--- config.mk ---
export PLATFORM = sky130hd
export DESIGN_NAME = dpl_source_flat
export DESIGN_NICKNAME = d
export VERILOG_FILES = /design/src/rtl/dpl_pkg.sv /design/src/rtl/dpl_if.sv /design/src/rtl/dpl_fifo.sv /design/src/rtl/dpl_source.sv /design/src/flat_wrapper.sv
export SDC_FILE = /design/constraint.sdc
export NUM_CORES = 1
export LEC_CHECK = 0
export ABC_AREA = 0
export BUFFER_PORTS_ARGS = -buffer_cell sky130_fd_sc_hd__buf_2
export CORE_ASPECT_RATIO = 0.8
export CORE_UTILIZATION = 49
export DETAILED_ROUTE_END_ITERATION = 16
export PLACE_DENSITY_LB_ADDON = 0.1
export SLEW_MARGIN = 10
export SYNTH_ARGS = -nofsm -noshare
export SYNTH_HDL_FRONTEND = slang
export SYNTH_SLANG_ARGS = --single-unit
--- constraint.sdc ---
create_clock -name clk -period 2.95 [get_ports clk]
set_input_delay 0.4425 -clock clk [delete_from_list [all_inputs] [get_ports clk]]
set_output_delay 0.4425 -clock clk [all_outputs]
set_load 0.05 [all_outputs]
--- src/rtl/dpl_pkg.sv ---
// shared constants and types for the parallel input latch link
package dpl_pkg;
    localparam int DATA_W = 10;
    localparam int FIFO_DEPTH = 32;
    localparam logic [DATA_W-1:0] CODE_MAX = 10'h3ff;
    localparam int CLK_PERIOD_NS = 40;
    localparam int MAX_RATE_MSPS = 210;
    // least sample period allowed by the converter, rounded up to whole nanoseconds, then to whole cycles
    localparam int MIN_SAMPLE_PERIOD_NS = (1000 + MAX_RATE_MSPS - 1) / MAX_RATE_MSPS;
    localparam int MIN_SAMPLE_CYCLES_RAW = (MIN_SAMPLE_PERIOD_NS + CLK_PERIOD_NS - 1) / CLK_PERIOD_NS;
    // each clock phase spans two cycles so the two-stage synchroniser sees it
    localparam int PHASE_CYCLES = 2;
    localparam logic [1:0] PHASE_LAST = 2'h1;
    localparam int SAMPLE_CYCLES = 2 * PHASE_CYCLES;

    typedef enum logic [1:0] {
        CLK_MODE_SINGLE,
        CLK_MODE_DIFF,
        CLK_MODE_PECL
    } dpl_clk_mode_t;
    localparam logic [1:0] STRAP_CLOCK_GROUND = 2'h0;
    localparam logic [1:0] STRAP_CLOCK_SUPPLY = 2'h1;
    localparam logic [1:0] STRAP_FLOAT = 2'h2;
endpackage

--- src/rtl/dpl_if.sv ---
// link between the data source and the converter front end
`timescale 1ns/100ps
interface dpl_if;
    logic [dpl_pkg::DATA_W-1:0] dataWord;
    logic clockPos;
    logic clockNeg;
    logic [1:0] clockInputSelect;
    modport source (output dataWord, output clockPos, output clockNeg, output clockInputSelect);
    modport device (input dataWord, input clockPos, input clockNeg, input clockInputSelect);
endinterface

--- src/rtl/dpl_fifo.sv ---
// word fifo with valid/ready on both sides
`timescale 1ns/100ps
module dpl_fifo #(
    parameter int WIDTH = dpl_pkg::DATA_W,
    parameter int DEPTH = dpl_pkg::FIFO_DEPTH
) (
    input wire logic clk,
    input wire logic sys_rst,
    input wire logic inValid,
    output logic inReady,
    input wire logic [WIDTH-1:0] inData,
    output logic outValid,
    input wire logic outReady,
    output logic [WIDTH-1:0] outData
);
    localparam int AW = $clog2(DEPTH);
    logic [WIDTH-1:0] mem_q [DEPTH];
    logic [AW:0] wrPtr_q;
    logic [AW:0] rdPtr_q;
    logic doWrite;
    logic doRead;

    assign inReady = (wrPtr_q - rdPtr_q) != (AW+1)'(DEPTH);
    assign outValid = wrPtr_q != rdPtr_q;
    assign outData = mem_q[rdPtr_q[AW-1:0]];
    assign doWrite = inValid && inReady;
    assign doRead = outValid && outReady;

    always_ff @(posedge clk) begin
        if (doWrite) begin
            mem_q[wrPtr_q[AW-1:0]] <= inData;
        end
    end

    always_ff @(posedge clk) begin
        if (sys_rst) begin
            wrPtr_q <= '0;
        end else if (doWrite) begin
            wrPtr_q <= wrPtr_q + 1'b1;
        end
    end

    always_ff @(posedge clk) begin
        if (sys_rst) begin
            rdPtr_q <= '0;
        end else if (doRead) begin
            rdPtr_q <= rdPtr_q + 1'b1;
        end
    end
endmodule

--- src/rtl/dpl_source.sv ---
// data source end: buffers words and drives code plus sampling clock
`timescale 1ns/100ps
module dpl_source (
    input wire logic clk,
    input wire logic sys_rst,
    input wire logic wordValid,
    output logic wordReady,
    input wire logic [dpl_pkg::DATA_W-1:0] wordIn,
    input wire dpl_pkg::dpl_clk_mode_t modeSel,
    dpl_if.source link
);
    logic fifoValid;
    logic fifoPop;
    logic [dpl_pkg::DATA_W-1:0] fifoData;
    logic [1:0] phaseCnt_q;
    logic clk_q;
    logic [dpl_pkg::DATA_W-1:0] data_q;
    logic phaseEnd;
    logic negClk_q;
    logic [1:0] strap_q;

    dpl_fifo #(.WIDTH(dpl_pkg::DATA_W), .DEPTH(dpl_pkg::FIFO_DEPTH)) dpl_fifo_inst (
        .clk(clk),
        .sys_rst(sys_rst),
        .inValid(wordValid),
        .inReady(wordReady),
        .inData(wordIn),
        .outValid(fifoValid),
        .outReady(fifoPop),
        .outData(fifoData)
    );

    assign phaseEnd = phaseCnt_q == dpl_pkg::PHASE_LAST;
    // a word leaves the fifo only at a falling edge, so the fifo fills when the user outruns the link
    assign fifoPop = phaseEnd && clk_q && fifoValid;

    always_ff @(posedge clk) begin
        if (sys_rst || phaseEnd) begin
            phaseCnt_q <= '0;
        end else begin
            phaseCnt_q <= phaseCnt_q + 2'h1;
        end
    end

    // equal phases: 50% duty and a rate far under the converter limit
    always_ff @(posedge clk) begin
        if (sys_rst) begin
            clk_q <= 1'b0;
        end else if (phaseEnd) begin
            clk_q <= ~clk_q;
        end
    end

    // empty fifo: last word is repeated rather than inventing a value
    always_ff @(posedge clk) begin
        if (sys_rst) begin
            data_q <= '0;
        end else if (fifoPop) begin
            data_q <= fifoData;
        end
    end

    assign link.dataWord = data_q;
    // negative leg takes the inverse of the next value of the positive leg, so both legs move at the same edge
    always_ff @(posedge clk) begin
        if (sys_rst) begin
            negClk_q <= modeSel != dpl_pkg::CLK_MODE_SINGLE;
        end else begin
            negClk_q <= (modeSel != dpl_pkg::CLK_MODE_SINGLE) && (phaseEnd ? clk_q : ~clk_q);
        end
    end

    always_ff @(posedge clk) begin
        unique case (modeSel)
            dpl_pkg::CLK_MODE_SINGLE: strap_q <= dpl_pkg::STRAP_CLOCK_GROUND;
            dpl_pkg::CLK_MODE_DIFF: strap_q <= dpl_pkg::STRAP_CLOCK_SUPPLY;
            default: strap_q <= dpl_pkg::STRAP_FLOAT;
        endcase
    end

    assign link.clockPos = clk_q;
    assign link.clockNeg = negClk_q;
    assign link.clockInputSelect = strap_q;
endmodule

--- src/flat_wrapper.sv ---
// flat-port wrapper written by rule: the top's interface ports become plain ports
module dpl_source_flat 
  (clk, sys_rst, wordValid, wordReady, wordIn, modeSel, link_dataWord, link_clockPos, link_clockNeg, link_clockInputSelect);
  dpl_if link_i ();
  input wire logic clk;
  input wire logic sys_rst;
  input wire logic wordValid;
  output logic wordReady;
  input wire logic [dpl_pkg::DATA_W-1:0] wordIn;
  input wire dpl_pkg::dpl_clk_mode_t modeSel;
  output wire logic [$bits(link_i.dataWord)-1:0] link_dataWord;
  output wire logic [$bits(link_i.clockPos)-1:0] link_clockPos;
  output wire logic [$bits(link_i.clockNeg)-1:0] link_clockNeg;
  output wire logic [$bits(link_i.clockInputSelect)-1:0] link_clockInputSelect;
  assign link_dataWord = link_i.dataWord;
  assign link_clockPos = link_i.clockPos;
  assign link_clockNeg = link_i.clockNeg;
  assign link_clockInputSelect = link_i.clockInputSelect;
  dpl_source u_core (.clk(clk), .sys_rst(sys_rst), .wordValid(wordValid), .wordReady(wordReady), .wordIn(wordIn), .modeSel(modeSel), .link(link_i));
endmodule
## Word level (Yosys, flattened, before mapping)

Memories as Yosys holds them, arrays and structs flattened. A register that Yosys moved wholly into a read port is not among the register bits.
Index checks and enable logic that the tools add are counted.

- Register bits: 18
- RAM bits: 320
- Output and inout port bits: 15
- Word-level logic and storage cells: 29
- Memories kept: 1

Memory list:

| memory | words | width | read ports | clocked after memory_dff | write ports | RTL line | source |
|---|---|---|---|---|---|---|---|
| u_core.dpl_fifo_inst.mem_q | 32 | 10 | 1 | 1 | 1 | dpl_fifo.sv:17 | `logic [WIDTH-1:0] mem_q [DEPTH];` |

- Add/sub/neg operators: 4
- Eq/ne operators: 4
- Multiplexer cells: 5
- Bitwise logic cells: 1
- Reductions and logical operators: 8

Operators with widths:

| operator | count |
|---|---|
| $add A6 B1 Y6 const B | 2 |
| $ne A6 B6 Y1 | 1 |
| $ne A6 B6 Y1 const B | 1 |
| $sub A6 B6 Y6 | 1 |
| $logic_and A1 B1 Y1 | 5 |
| $eq A2 B1 Y1 const B | 2 |
| $mux W1 | 4 |
| $pmux W2 S2 | 1 |
| $add A2 B1 Y2 const B | 1 |
| $logic_not A2 Y1 | 1 |
| $reduce_bool A2 Y1 | 1 |
| $logic_or A1 B1 Y1 | 1 |
| $not A1 Y1 | 1 |

## Depth between registers and ports, before layout

- Word-level depth: 5
- Depth in mapped cells: 11
- Mapped depth without buffers: 8

## By module

From an unflattened synthesis, not the netlist that was laid out.

- Cell total of the unflattened synthesis: 671
- Area total of the unflattened synthesis: 13918.3 um2

Modules (own cells, without submodules):

| module | times used | cells an instance | area an instance (um2) | seq. area each (um2) |
|---|---|---|---|---|
| dpl_fifo | 1 | 610 | 13254.0 | 9949.5 |
| dpl_source | 1 | 61 | 664.4 | 320.3 |

## Least setup slack after synthesis

OpenSTA, ideal clock, no wires.

- Path kind: reg-to-reg
- Start: register u_core.dpl_fifo_inst.rdPtr_q[2]
- End: memory u_core.dpl_fifo_inst.mem_q[0][0] (netlist bit), enable pin
- Arrival time: 2.802 ns
- Slack: -0.229 ns
- Cell stages (with the launch flop): 11
- Buffers on the path: 2
- Period minus slack after synthesis: 3.179 ns
- Cells stage by stage: dfxtp_1 > clkbuf_1 > buf_2 > inv_1 > ha_1 > and3b_1 > o211ai_1 > a211oi_4 > a31oi_4 > nand2_1 > nor2_1

- Cells in the longest elaborated chain, start to end: 5

RTL lines:

| item | RTL line | source |
|---|---|---|
| start: declaration | dpl_fifo.sv:19 | `logic [AW:0] rdPtr_q;` |
| start signal: assignment | dpl_fifo.sv:47 | `rdPtr_q <= rdPtr_q + 1'b1;` |
| $sub A6 B6 Y6 | dpl_fifo.sv:23 | `assign inReady = (wrPtr_q - rdPtr_q) != (AW+1)'(DEPTH);` |
| $ne A6 B6 Y1 | dpl_fifo.sv:23 |  |
| $logic_and A1 B1 Y1 | dpl_fifo.sv:26 | `assign doWrite = inValid && inReady;` |
| $mux W1 | dpl_fifo.sv:30 | `if (doWrite) begin` |
| $mux W1 (implied by the code) | dpl_fifo.sv:31 | `mem_q[wrPtr_q[AW-1:0]] <= inData;` |
| end: declaration | dpl_fifo.sv:17 |  |

No other way between the ends.

## Worst setup path after layout

- Start: register u_core.dpl_fifo_inst.rdPtr_q[1]
- End: memory u_core.dpl_fifo_inst.mem_q[25][1] (netlist bit), enable pin

The elaborated chain is that of the path after synthesis.

==> run metrics <==
largest net degree at the start of global routing=54; root buffer cell=clkbuf_16; Residual DRC=0; ys flop type=edfxtp_1; die area=28370 µm²; CTS Hold Bufs=0; crit-path max cell delay=0.58 ns; sequential share of the synthesized area=0.7494; Slowest-stage cell, CP=nor2_2; Chip Width=approximately 190 µm; Crit path max-delay family=simple AND/OR/NAND/NOR gates; post-placement cell area=14330 µm²; TritonCTS clock tree=yes; dpl cells=1098; Die H=150.9 µm; WP buf/inv=2; Setup TNS=0 ns; Worst EP required=~3.1 ns; f_max=~340 MHz; Clock Latency Late Sink=0.51 ns; Synthesized Nets=736; GRT Residual Overflow=0; TritonCTS Buffers=36; unrepaired setup endpoints after global routing=true; worst-path fanout max=10; max cap viols=0; Worst Path Arrival=3.06 ns; DRT Pass-1 Iters=5; H-tree depth=2; I/O Buffers=29; worst hold path class=in -> reg; R2R Setup Slk=0.03 ns; CTS sink count=348; Syn Std Cell Area=between 10000 and 15000 µm²; Synth Instances=about 710; core footprint=27230 µm²; area grow syn2layout=14.84%; Slew Limit Fails=0; crit end category=flip-flop; cell breakdown of the critical path=inv_1 > ha_4 > and2b_1 > o21ai_0 > nand4_1 > buf_4 > a31oi_4 > nand2_2 > nor2_2; most frequent cells after synthesis=edfxtp_1, mux4_2, nor2_1; post-synth top area share=0.7081; 1st-iter DRT viols=roughly 460; leakage=4.824 nW; Final Cycle Share=0.9904; status=complete, no violations; Initial Utilization=0.4984; n_diodes=0; Cell variety after synth=46; Overall Global Routing Usage=0.2135; clk slew on worst S/H paths=0.06 ns; peak supply drop=between 0.5 and 0.6 mV; Post-layout nets=800; clock buffer depth=3; DR vias/cell=slightly below 6; final setup vio count=0; slew margin rel.=0.3168; drt wl/cell=25.38 µm; dpl hpwl=between 15000 and 20000 µm; Ys Warns=0; Worst Setup Start Kind=flip-flop; num rows=54; min cycle time layout=2.922 ns; initial antenna violation count=0; design area=15580 µm²; RD Place Congestion=between 0.8 and 0.9; final worst clock skew=0.01654 ns; Final ANT Viol Nets=0; share of cells above drive strength 1=0.2757; PD cells=672.3 nW/µm²; first-pass GRT wire length=43440 µm; Synth area leaders=edfxtp_1, mux4_2, dfxtp_1; largest area contributor in the netlist=edfxtp_1; top-count cell post-synth=edfxtp_1; final hold violations=0; vias post-DR=6823; Crit Path Category=reg -> reg; syn avg cell area=19.14 µm²; Post-Layout Cell Count=1162; FF+latch count, synth=348; FFs w/ async S/R, synth=0; Post-synth EDFFs=320; Total Wirelength=29490 µm; measured slew at the worst slew-check pin=1.025 ns; vias in the first global route=between 6000 and 7000; I/O Pins=30
-- path summary, 6_finish.rpt --
check,endpoint,start,depth (start not counted)
hold reg to reg,u_core.phaseCnt_q[0]$_SDFF_PP0_,u_core.phaseCnt_q[0]$_SDFF_PP0_,1
hold / removal,u_core.link.clockInputSelect[1]$_DFF_P_,modeSel[1],1
setup / recovery,u_core.dpl_fifo_inst.mem_q[25][1]$_DFFE_PP_,u_core.dpl_fifo_inst.rdPtr_q[1]$_SDFFE_PP0P_,9
setup reg to reg,u_core.dpl_fifo_inst.mem_q[25][1]$_DFFE_PP_,u_core.dpl_fifo_inst.rdPtr_q[1]$_SDFFE_PP0P_,9
-- registers in the layout, indices dropped and copies added (netlist names) --
signal                        cells
u_core.dpl_fifo_inst.mem_q      320
u_core.dpl_fifo_inst.rdPtr_q      6
u_core.dpl_fifo_inst.wrPtr_q      6
u_core.link.clockInputSelect      2
u_core.link.clockNeg              1
u_core.link.clockPos              1
u_core.link.dataWord             10
u_core.phaseCnt_q                 2
-- metal layers --
metal  wire, µm  part of all wire  GRT usage
met1      13650              0.46     0.3194
met2      13550              0.46     0.3264
met3       1737             0.059    0.03661
met4        556             0.019    0.05813
met5          0                 0          0
-- kinds of logic after synthesis --
group | Yosys count | synth area share
AND/OR/NAND/NOR | 97 | 0.03236
buffers and inverters | 47 | 0.01669
multiplexers | 101 | 0.1308
adder cells (fa/ha/maj) | 12 | 0.01106
flip-flops | 348 | 0.7494
AO/OA/AOI/OAI | 93 | 0.05255
XOR/XNOR | 11 | 0.007099
-- through the flow --
step	hold WS [ns]	util	worst slack (ns)	total power, W
5_1_grt	0.06462	0.5724	-0.1023	0.01079
4_1_cts	0.05727	0.5693	-0.02896	0.01055
6_report	0.07686	0.5724	0.02838	0.01048
3_3_place_gp	0.4131	0.5264	0.1437	0.006158
2_1_floorplan	0.4043	-	0.006006	0.005917
3_5_place_dp	0.4259	0.5264	0.01174	0.006172
-- power by group --
group,switching [W],internal [W]
Clock,0.00178,0.00260
Combinational,0.000397,0.000225
Sequential,0.0000240,0.00545
-- cells in the final DEF (no fill, tap or decap), types with 7 or more instances in the layout --
cell         n
a22oi_1      9
inv_1        9
nor2_1      21
clkbuf_16   37
clkbuf_1    12
nor2_2      22
a2111oi_1    9
a21oi_1     21
o22ai_1      9
nand2_1     13
o221ai_1    10
buf_2       28
a22o_1      19
mux2i_1     39
dfxtp_1     25
buf_4       31
mux4_2      61
edfxtp_1   320
xnor2_1      7
nor2_4      10
ha_1         9
-- area by class of cell --
type                       count  area, µm²
clock buffer                  50      984.7
clock inverter                13      148.9
fill                        2036      11640
inverter                      11      43.79
multi-input combinational    314       3352
sequential                   348      10180
tap                          364      455.4
timing repair buffer          62      424.2
-- timing repair --
| action | CTS | global route |
|---|---|---|
| buffers inserted | 1 | 0 |
| pin swaps | 1 | 4 |
| gates resized for setup | 6 | 19 |
| setup endpoints to repair | 1 | 271 |
Note: power is estimated with default switching activity, not from simulation.
